`src/bds_pkg.sv`:
```
// Constants shared by the burst-of-four SRAM command port
package bds_pkg;
  // ***********************************************
  // Data and burst shape
  // ***********************************************
  localparam int DATA_W = 18;
  localparam int LANE_W = 9;
  localparam int LANES = 2;
  localparam int BURST_LEN = 4;
  localparam logic [1:0] BURST_LAST = 2'h3;
  localparam logic [1:0] BURST_FIRST = 2'h0;
  localparam logic [1:0] LANE_ABORT = 2'h3;
  // ***********************************************
  // Sizes and margins
  // ***********************************************
  localparam int ADDR_W_DEF = 6;
  localparam int FIFO_DEPTH = 32;
  // Room for the burst being captured plus one more
  localparam int FIFO_HEADROOM = 2 * BURST_LEN;
  localparam int CLK_PERIOD_NS = 40;
  // Pin level after reset: selects idle, clock running
  localparam logic SYNC_RESET_LEVEL = 1'b1;
endpackage : bds_pkg

```
`src/bds_fifo_if.sv`:
```
// Handshake bundle between the command port and its write FIFO
`timescale 1ns/1ns
interface bds_fifo_if #(
  parameter int W = 26,
  parameter int LW = 6
);
  logic in_valid;
  logic in_ready;
  logic [W-1:0] in_data;
  logic out_valid;
  logic out_ready;
  logic [W-1:0] out_data;
  logic [LW-1:0] level;
  modport fifo (
    input in_valid, in_data, out_ready,
    output in_ready, out_valid, out_data, level
  );
  modport user (
    output in_valid, in_data, out_ready,
    input in_ready, out_valid, out_data, level
  );
endinterface : bds_fifo_if

```
`src/bds_fifo.sv`:
```
// Flip-flop FIFO with valid and ready on both sides
`timescale 1ns/1ns
module bds_fifo #(
  parameter int W = 26,
  parameter int DEPTH = bds_pkg::FIFO_DEPTH
) (
  input wire logic clk_i,         // System clock
  input wire logic rst_b_i,       // Synchronous reset, active low
  bds_fifo_if.fifo port_f         // Fill and drain sides
);
  localparam int PW = $clog2(DEPTH);

  logic [W-1:0] store [DEPTH];
  logic [PW:0] wr_ptr;
  logic [PW:0] rd_ptr;
  logic [PW:0] fill;
  logic push;
  logic pop;

  // ***********************************************
  // Flags
  // ***********************************************
  // Extra pointer bit tells full from empty
  assign fill = wr_ptr - rd_ptr;
  // Full count needs the extra pointer bit, or it folds onto empty
  assign port_f.in_ready = (fill != (PW+1)'(DEPTH));
  assign port_f.out_valid = (fill != '0);
  assign port_f.level = fill;
  assign push = port_f.in_valid & port_f.in_ready;
  assign pop = port_f.out_valid & port_f.out_ready;
  assign port_f.out_data = store[rd_ptr[PW-1:0]];

  // Pointer update
  always_ff @(posedge clk_i)
  begin
    if (!rst_b_i)
    begin
      wr_ptr <= '0;
      rd_ptr <= '0;
    end
    else
    begin
      if (push)
        wr_ptr <= wr_ptr + 1'b1;
      if (pop)
        rd_ptr <= rd_ptr + 1'b1;
    end
  end

  // Storage, no reset needed
  always_ff @(posedge clk_i)
  begin
    if (push)
      store[wr_ptr[PW-1:0]] <= port_f.in_data;
  end
endmodule : bds_fifo

```
`src/bds_sram_port.sv`:
```
// Burst-of-four DDR SRAM command port with late write and byte lanes
`timescale 1ns/1ns
// Contract
// Every access moves exactly four words.
// Burst addresses run base, +1, +2, +3.
// Read select low at K edge starts read.
// Write select low at K edge starts write.
// Controller spaces same commands two K edges.
// Back-to-back same command: second is dropped.
// Both selects after no-op: read wins.
// Read words at t+1.5, 2.0, 2.5, 3.0. Code drives them at t+2.0, 2.5, 3.0, 3.5 (steps 4 to 7).
// Write words at t+1.0 through t+2.5.
// No-op keeps burst; idle output released.
// Controller completes bursts before stopping clocks.
// Lane select low stores that lane only.
// Stopped clock holds state, ignores commands.
module bds_sram_port #(
  parameter int AW = bds_pkg::ADDR_W_DEF,
  parameter int DEPTH = bds_pkg::FIFO_DEPTH
) (
  input wire logic clk_i,                   // Half-cycle clock, 25 MHz
  input wire logic rst_b_i,                 // Synchronous reset, low
  input wire logic clk_run_i,               // High while K pair toggles
  input wire logic read_sel_n_i,            // Read select, active low
  input wire logic write_sel_n_i,           // Write select, active low
  input wire logic [AW-1:0] addr_i,         // Burst start address
  input wire logic [17:0] wdata_i,          // Write data word
  input wire logic byte_lane0_write_n_i,    // Lane 0 write, active low
  input wire logic byte_lane1_write_n_i,    // Lane 1 write, active low
  output logic [17:0] rdata_o,              // Read data word
  output logic rdata_oe_o                   // Read data driven
);
  localparam int DW = bds_pkg::DATA_W;
  localparam int SW = 3 + AW + DW + 2;
  localparam int FW = AW + 2 + DW;
  localparam int LW = $clog2(DEPTH) + 1;

  // ***********************************************
  // Pin synchronisers
  // ***********************************************
  logic [SW-1:0] sync1;
  logic [SW-1:0] sync2;
  logic run;
  logic rsel_n;
  logic wsel_n;
  logic [AW-1:0] addr;
  logic [DW-1:0] wdata;
  logic [1:0] lane_n;

  // Two stages before any logic looks at a pin
  always_ff @(posedge clk_i)
  begin
    if (!rst_b_i)
    begin
      sync1 <= {SW{bds_pkg::SYNC_RESET_LEVEL}};
      sync2 <= {SW{bds_pkg::SYNC_RESET_LEVEL}};
    end
    else
    begin
      sync1 <= {clk_run_i, read_sel_n_i, write_sel_n_i, addr_i, wdata_i,
                byte_lane1_write_n_i, byte_lane0_write_n_i};
      sync2 <= sync1;
    end
  end
  assign {run, rsel_n, wsel_n, addr, wdata, lane_n} = sync2;

  // ***********************************************
  // Command decode
  // ***********************************************
  logic phase;
  logic k_edge;
  logic prev_nop;
  logic last_rd;
  logic last_wr;
  logic acc_rd;
  logic acc_wr;
  logic room;
  bds_fifo_if #(.W(FW), .LW(LW)) wq ();

  // Phase 0 is a K rise, phase 1 a K# rise; frozen when stopped
  always_ff @(posedge clk_i)
  begin
    if (!rst_b_i)
      phase <= 1'b0;
    // stopped clock freezes
    else if (run)
      phase <= ~phase;
  end
  assign k_edge = run & ~phase;
  // Keep space for a full burst; pins cannot be stalled
  assign room = wq.level <= LW'(DEPTH - bds_pkg::FIFO_HEADROOM);
  // read on K edge
  // drop back-to-back read
  assign acc_rd = k_edge & ~rsel_n & ~last_rd;
  // write on K edge
  // read wins after no-op
  assign acc_wr = k_edge & ~wsel_n & ~last_wr & room
                  & ~(~rsel_n & prev_nop);

  // History of the previous K edge
  always_ff @(posedge clk_i)
  begin
    if (!rst_b_i)
    begin
      prev_nop <= 1'b1;
      last_rd <= 1'b0;
      last_wr <= 1'b0;
    end
    else if (k_edge)
    begin
      prev_nop <= rsel_n & wsel_n;
      last_rd <= acc_rd;
      last_wr <= acc_wr;
    end
  end

  // ***********************************************
  // Read path
  // ***********************************************
  logic [DW-1:0] mem [2**AW];
  logic s1;
  logic s2;
  logic [AW-1:0] s1_a;
  logic [AW-1:0] s2_a;
  logic f_v;
  logic [1:0] f_k;
  logic [AW-1:0] f_a;

  // Two-step latency, then four fetches; next read may overlap tail
  always_ff @(posedge clk_i)
  begin
    if (!rst_b_i)
    begin
      s1 <= 1'b0;
      s2 <= 1'b0;
      f_v <= 1'b0;
      f_k <= bds_pkg::BURST_FIRST;
      s1_a <= '0;
      s2_a <= '0;
      f_a <= '0;
    end
    else if (run)
    begin
      s1 <= acc_rd;
      s1_a <= addr;
      s2 <= s1;
      s2_a <= s1_a;
      // exactly four fetches
      f_v <= s2 | (f_v & (f_k != bds_pkg::BURST_LAST));
      if (s2)
      begin
        f_k <= bds_pkg::BURST_FIRST;
        f_a <= s2_a;
      end
      // linear increment
      else if (f_v)
        f_k <= f_k + 2'h1;
    end
  end

  // Output register, one word per half cycle
  always_ff @(posedge clk_i)
  begin
    if (!rst_b_i)
    begin
      rdata_o <= '0;
      rdata_oe_o <= 1'b0;
    end
    else if (run)
    begin
      // words at steps 4 to 7
      // released when none due
      rdata_oe_o <= f_v;
      if (f_v)
        rdata_o <= mem[f_a + AW'(f_k)];
    end
  end

  // ***********************************************
  // Write path
  // ***********************************************
  logic wb;
  logic [AW-1:0] wb_a;
  logic wc_v;
  logic [1:0] wc_k;
  logic [AW-1:0] wc_a;
  logic [FW-1:0] drain;

  // Capture window opens one K cycle after the command
  always_ff @(posedge clk_i)
  begin
    if (!rst_b_i)
    begin
      wb <= 1'b0;
      wb_a <= '0;
      wc_v <= 1'b0;
      wc_k <= bds_pkg::BURST_FIRST;
      wc_a <= '0;
    end
    else if (run)
    begin
      wb <= acc_wr;
      wb_a <= addr;
      // four late-write words
      wc_v <= wb | (wc_v & (wc_k != bds_pkg::BURST_LAST));
      if (wb)
      begin
        wc_k <= bds_pkg::BURST_FIRST;
        wc_a <= wb_a;
      end
      else if (wc_v)
        wc_k <= wc_k + 2'h1;
    end
  end

  // aborted words never queued
  assign wq.in_valid = run & wc_v & (lane_n != bds_pkg::LANE_ABORT);
  assign wq.in_data = {wc_a + AW'(wc_k), lane_n, wdata};
  // Array is single ported: reads take priority over draining
  assign wq.out_ready = run & ~f_v;
  assign drain = wq.out_data;

  bds_fifo #(.W(FW), .DEPTH(DEPTH)) u_wq (
    .clk_i(clk_i),
    .rst_b_i(rst_b_i),
    .port_f(wq)
  );

  // per-lane array update
  always_ff @(posedge clk_i)
  begin
    if (wq.out_valid & wq.out_ready)
    begin
      for (int l = 0; l < bds_pkg::LANES; l++)
      begin
        if (!drain[DW+l])
          mem[drain[FW-1-:AW]][l*bds_pkg::LANE_W+:bds_pkg::LANE_W] <=
            drain[l*bds_pkg::LANE_W+:bds_pkg::LANE_W];
      end
    end
  end

  // ***********************************************
  // Checks
  // ***********************************************
  logic [7:0] run_hist;
  logic steady;

  // Run history so timing checks skip stopped windows
  always_ff @(posedge clk_i)
  begin
    if (!rst_b_i)
      run_hist <= '0;
    else
      run_hist <= {run_hist[6:0], run};
  end
  assign steady = (&run_hist) & run;
endmodule : bds_sram_port

```
`config.mk`:
```
export PLATFORM = sky130hd
export DESIGN_NAME = bds_sram_port
export DESIGN_NICKNAME = d
export VERILOG_FILES = /design/src/bds_pkg.sv /design/src/bds_fifo_if.sv /design/src/bds_fifo.sv /design/src/bds_sram_port.sv
export SDC_FILE = /design/constraint.sdc
export NUM_CORES = 2
export LEC_CHECK = 0
export BUFFER_PORTS_ARGS = -buffer_cell sky130_fd_sc_hd__buf_2
export CAP_MARGIN = 20
export CORE_MARGIN = 1.5
export CORE_UTILIZATION = 45
export CTS_CLUSTER_SIZE = 24
export DETAILED_ROUTE_END_ITERATION = 8
export GPL_ROUTABILITY_DRIVEN = 0
export HOLD_SLACK_MARGIN = 0.02
export PLACE_DENSITY = 0.68
export SYNTH_ARGS = -nofsm -noshare
export SYNTH_HDL_FRONTEND = slang
export SYNTH_HIERARCHICAL = 1
export SYNTH_SLANG_ARGS = --single-unit
```
`constraint.sdc`:
```
create_clock -name clk_i -period 4.3 [get_ports clk_i]
set_input_delay 0.215 -clock clk_i [delete_from_list [all_inputs] [get_ports clk_i]]
set_output_delay 0.215 -clock clk_i [all_outputs]
set_load 0.05 [all_outputs]
```
Yosys cells after proc, flatten, opt, wreduce, memory -nomap -nowiden
Memories as Yosys holds them, arrays and structs flattened. A register that Yosys moved wholly into a read port is not among the register bits.
Cells that the tools add are included.
{ "classes": {"addsub": 7, "n_mul": 0, "div_mod_pow": 0, "order_cmp": 1, "eq_ne": 4, "shifts": 0, "n_mux": 14, "bitwise": 25, "reduce_logical": 9} }
{ "ops": {"columns": ["operator", "n"], "rows": [
  ["bitwise AND 1 bit", 16],
  ["adder 6 x 1 -> 6 bit (second input constant)", 2],
  ["adder 6 x 2 -> 6 bit", 2],
  ["two-way mux 5 bit", 2],
  ["AND reduction 2 bit", 5],
  ["two-way mux 1 bit", 8],
  ["two-way mux 2 bit", 4],
  ["inverter 1 bit", 7],
  ["<= comparator 6 x 5 -> 1 bit (second input constant)", 1],
  ["inequality test 2 bit (second input constant)", 3],
  ["inequality test 6 bit (second input constant)", 1],
  ["nonzero test 6 bit", 1],
  ["subtractor 6 bit", 1],
  ["adder 2 x 1 -> 2 bit (second input constant)", 2],
  ["nonzero test 2 bit", 2],
  ["OR 1 bit", 2],
  ["zero test 1 bit", 1]
]} }
{ "word_totals": {"regBits": 108, "latchBits": 0, "mem_bits_rw": 1984, "rom_bits": 0, "inputBits": 31, "out_inout_bits": 19, "word_cells": 82, "mem_count": 2} }
{ "memory_table": {"columns": ["memory", "words", "word_bits", "rd", "rd_ports_with_merged_regs", "write_ports", "line_no", "text"], "rows": [
  ["mem", 64, 18, 1, 1, 1, "bds_sram_port.sv:120", "logic [DW-1:0] mem [2**AW];"],
  ["u_wq.store", 32, 26, 1, 1, 1, "bds_fifo.sv:13", "logic [W-1:0] store [DEPTH];"]
]} }

Depth between registers and ports, before layout
{ "depth": {"depth_word": 6, "ltp_mapped": 14, "depth_no_buf": 12} }

Hierarchy
Netlist, hierarchy kept.
{ "modules_own_cells": {"columns": ["mod", "n_inst", "cells_each", "area_per_inst_um2", "seq_area_each_um2"], "rows": [
  ["bds_sram_port", 1, 2448, 48834.3, 36875.4],
  ["bds_fifo", 1, 1351, 32680.1, 25324.3]
]} }

Least setup slack after synthesis
Ideal clock, no wire load.
{ "synth_path": {"path_type": "register -> register", "from": "register (tool-made name)", "to": "memory mem[60][0] (netlist bit), enable pin", "setup_time_ns": 0.374, "arrival_ns": 3.917, "t_required_ns": 3.926, "path_slack_ns": 0.009, "path_stages_with_launch": 13, "n_path_buf": 6, "synth_period_minus_slack_ns": 4.291, "path_cell_list": "dfxtp_1 -> clkbuf_1 -> clkbuf_1 -> clkbuf_1 -> mux4_2 -> mux4_2 -> mux2_2 -> clkbuf_1 -> or3b_2 -> clkbuf_1 -> or3_1 -> clkbuf_1 -> nor2_1"} }
{ "synth_rtl": {"columns": ["element", "line_no"], "rows": [
  ["end: declaration", "bds_sram_port.sv:120"]
]} }

Worst setup path after layout
{ "layout_path": {"from": "register u_wq.wr_ptr[0]", "to": "memory mem[5][4] (netlist bit), enable pin"} }
{ "layout_via": {"elab_chain_cells": 5} }
{ "layout_rtl": {"columns": ["element", "line_no", "text"], "rows": [
  ["start: declaration", "bds_fifo.sv:14", "logic [PW:0] wr_ptr;"],
  ["start signal: assignment", "bds_fifo.sv:44", "wr_ptr <= wr_ptr + 1'b1;"],
  ["subtractor 6 bit", "bds_fifo.sv:24", "assign fill = wr_ptr - rd_ptr;"],
  ["via wq.level[2]", "bds_fifo_if.sv:13", "logic [LW-1:0] level;"],
  ["nonzero test 6 bit", "bds_fifo.sv:27", "assign port_f.out_valid = (fill != '0);"],
  ["via wq.out_valid", "bds_fifo_if.sv:10", "logic out_valid;"],
  ["bitwise AND 1 bit", "bds_sram_port.sv:232", "if (wq.out_valid & wq.out_ready)"],
  ["two-way mux 1 bit", "bds_sram_port.sv:232", null],
  ["two-way mux 1 bit (not written as such)", "bds_sram_port.sv:237", "mem[drain[FW-1-:AW]][l*bds_pkg::LANE_W+:bds_pkg::LANE_W] <="]
]} }
The timed path passes the listed nets, and every way through them passes these cells.

==> run summary <==
===============================================================================================
R2R Path Start                                                                     u_wq/wr_ptr[0]$_SDFFE_PN0P_
Die outline width                                                                        429 µm
Chain of cells forming the critical path                                           inv_1, ha_1, fa_1, xnor2_1, nor3_1, mux2i_1, nor4_1, buf_4, inv_1, nand2_1, buf_4, or3_1, nor2_1, buf_4
Fraction of post-synthesis cell area in the top cell type by area                         0.731
Final setup skew                                                                      0.0360 ns
1st-pass router iterations                                                                    7
Sinks on the clock net                                                                    2,115
Gate count after technology mapping                                                       3,799
Post-route fraction of the period consumed by the critical path                           0.932
Kind of cell with the highest combined delay on the critical path                  simple AND/OR/NAND/NOR gates
Flop and latch count out of synthesis                                                     2,115
RSZ-0062 raised after global routing                                                      false
Area leader, netlist                                                                   edfxtp_1
Start-to-end type of the worst setup path                                               reg2reg
Post-Syn Nets                                                                             3,849
Most used flip-flop cell after synthesis                                               edfxtp_1
Met2 Routed Length                                                                      91.9 mm
Nets                                                                                      4,226
Max-Slew Margin vs Limit                                                                  0.253
Critical path buffers and inverters                                                           5
Highest metal used                                                                         met5
Setup Fix Bufs, Post-CTS                                                                      0
Asr flop ratio synth                                                                          0
Initial core utilization                                                                  0.452
Final cell count without fillers                                                          6,712
Total global routing overflow                                                                 0
Most frequent cell after synthesis                                                     edfxtp_1
Synth Warn #                                                                                  6
Clock root cell                                                                       clkbuf_16
Pwr per Cell Area                                                                    523 nW/µm²
RR Endpoint                                                                        mem[5][4]$_DFFE_PP_
Reg2reg setup slack                                                                     0.29 ns
Detailed Route WL                                                                        186 mm
Via count of the first global-routing pass                                               39,318
Crit path arrival time                                                                  4.56 ns
Area of the die                                                                     184,000 µm²
FP Rows                                                                                     156
Leakage component of the power                                                          29.5 nW
Sort of element at the start of the critical path                                     flip-flop
Worst Slack Setup Final                                                                0.294 ns
CTS max path bufs                                                                             3
Max-capacitance violation count                                                               0
Synthesis-to-finish area growth                                                           15.0%
Antenna-violating nets left                                                                   0
First-pass GRT wire length                                                               272 mm
Standard cell with the maximum stage delay on the critical path                           or3_1
Placed cell count                                                                         6,302
Share of final-layout standard cells stronger than drive strength 1                       0.301
Vias per inst                                                                              5.83
Main area contributors after synthesis                                             edfxtp_1, mux4_2, dfxtp_1
IO buf count                                                                                 49
Worst r2r path cells                                                                         14
Hold-fix buffers at CTS                                                                      39
Mapped cell area                                                                     81,500 µm²
Slew at the pin with the worst max-slew slack                                           1.12 ns
Setup violations, final                                                                       0
Total met3 wirelength after detailed routing                                            14.4 mm
Classification of the worst-slack hold path                                              in2reg
WL per Instance                                                                         27.8 µm
Portion of the post-synthesis area used by sequential elements                            0.763
I/O pin count                                                                                50
Iteration-0 DRC count of the detailed router                                              4,832
Peak supply drop                                                                       0.557 mV
Metal-1 WL                                                                              75.7 mm
Number of vias after detailed routing                                                    39,109
Final routed DRC violation total                                                              0
Post-synth EDFFs                                                                          1,984
Category of the worst setup path capture point                                        flip-flop
Overall Global Routing Usage                                                              0.203
Antenna cell count                                                                            0
Worst hold start                                                                    wdata_i[12]
H-Tree Depth                                                                                  4
Estimated wirelength of the detail-placed design                                         110 mm
Pin count of the biggest net entering global routing                                         77
Endpoint, Worst Hold                                                               sync1[14]$_SDFF_PN1_
Average cell area after synthesis                                                      21.5 µm²
Most numerous cell on the critical path                                                   buf_4
Fin. Hold Viols                                                                               0
Tightest hold margin                                                                  0.0907 ns
Data required, critical path                                                            4.85 ns
Outcome                                                                            complete, no violations
Setup WS pre-CTS                                                                       0.266 ns
Height of the chip                                                                       429 µm
Aggregate negative setup slack                                                             0 ns
Clock insertion delay at the later pin of the skew report                               0.84 ns
Worst Path Max Fanout                                                                        16
Post-synthesis cell type count                                                               59
Count of pins over their slew limit                                                           0
Instance count along the most critical hold path                                              3
Synth cell count leaders                                                           edfxtp_1, mux4_2, nor2_1, nand2_1, dfxtp_1
CTS Buf Count                                                                               199
Number of antenna violations at the first check in global routing                             2
Max frequency                                                                           250 MHz
Clock input transition at the sequential cells of the worst setup and hold paths        0.06 ns
Period minus WS final                                                                   4.01 ns
Number of resized instances in the post-cts repair step                                       0
Core Footprint                                                                      180,000 µm²
CTS tree                                                                                  built
Slowest Stage Delay on Critical Path                                                    0.69 ns
Number of fill cells                                                                     13,857
===============================================================================================
==> flip-flops by register name, indices dropped and copies added (netlist names), 2 cells and up, named ones only <==
register	count
u_wq/store	832
u_wq/wr_ptr	6
wc_a	6
wb_a	6
s2_a	6
u_wq/rd_ptr	6
sync2	29
f_a	6
mem	1152
sync1	29
wc_k	2
rdata_o	18
f_k	2
==> worst reg2reg max path, cell delays in order (launching register included) <==
cell and delay [ns]:
dfxtp_1 0.39, inv_1 0.12, ha_1 0.24, fa_1 0.40
xnor2_1 0.30, nor3_1 0.09, mux2i_1 0.31, nor4_1 0.10
buf_4 0.17, inv_1 0.05, nand2_1 0.08, buf_4 0.25
or3_1 0.70, nor2_1 0.35, buf_4 0.22
==> power breakdown <==
part / internal (mW) / switching [mW]
clock: 9.90 / 7.47
combinational: 2.60 / 4.31
sequential: 24.5 / 0.220
==> metal layers <==
metal | global-route usage | vias up
met5 | 0 | -
li1 | - | 16445
met2 | 0.327 | 1668
met1 | 0.286 | 20720
met4 | 0.0568 | 2
met3 | 0.0343 | 274
==> through the flow <==
step / area (µm²) / power (mW) / util
after floorplan: 81500 / 29.3 / -
after global placement: 86800 / 32.0 / 0.481
after detailed placement: 86800 / 32.1 / 0.481
after CTS: 93700 / 49.4 / 0.519
after global routing: 93700 / 50.5 / 0.520
final: 93700 / 49.0 / 0.520
==> kinds of logic after synthesis <==
group	count (synthesis)	synth area share
and+or+nand+nor	547	0.0321
buffers and inverters	253	0.0154
muxes	670	0.168
DFF	2115	0.763
AOI/OAI and AO/OA	180	0.0162
xor gates and xnor gates	15	0.00180
adders and majority gates	19	0.00319
==> final cells by class <==
cell class | count | area, µm² | area share
clock buffers | 255 | 5370 | 0.0572
clock inverters | 112 | 1100 | 0.0118
inverters | 26 | 97.6 | 0.00104
multi-input cells | 1431 | 18400 | 0.197
flip-flops and latches | 2115 | 62200 | 0.664
well taps | 2370 | 2970 | 0.0316
repair buffers | 403 | 3560 | 0.0380
==> cell usage in the layout (no fill, tap or decap), types with 48 or more instances in the layout <==
master / instances
buf_2: 48
buf_4: 270
clkbuf_16: 203
dfxtp_1: 125
edfxtp_1: 1984
mux2i_1: 85
mux4_2: 556
nand2_1: 133
nand2b_1: 68
nor2_1: 148
==> how the worst max path moves through the flow <==
stage,start,to,slack (ns),cells after the start
after floorplan,flip-flop,mem[60][0]$_DFFE_PP_,0.009,12
after global placement,flip-flop,mem[9][9]$_DFFE_PP_,0.28,8
after detailed placement,flip-flop,mem[9][10]$_DFFE_PP_,0.27,8
after CTS,flip-flop,mem[9][10]$_DFFE_PP_,0.27,8
after global routing,u_wq/wr_ptr[0]$_SDFFE_PN0P_,mem[18][4]$_DFFE_PP_,0.13,14
final,u_wq/wr_ptr[0]$_SDFFE_PN0P_,mem[5][4]$_DFFE_PP_,0.29,14
Power figures use the tool's default switching activity.
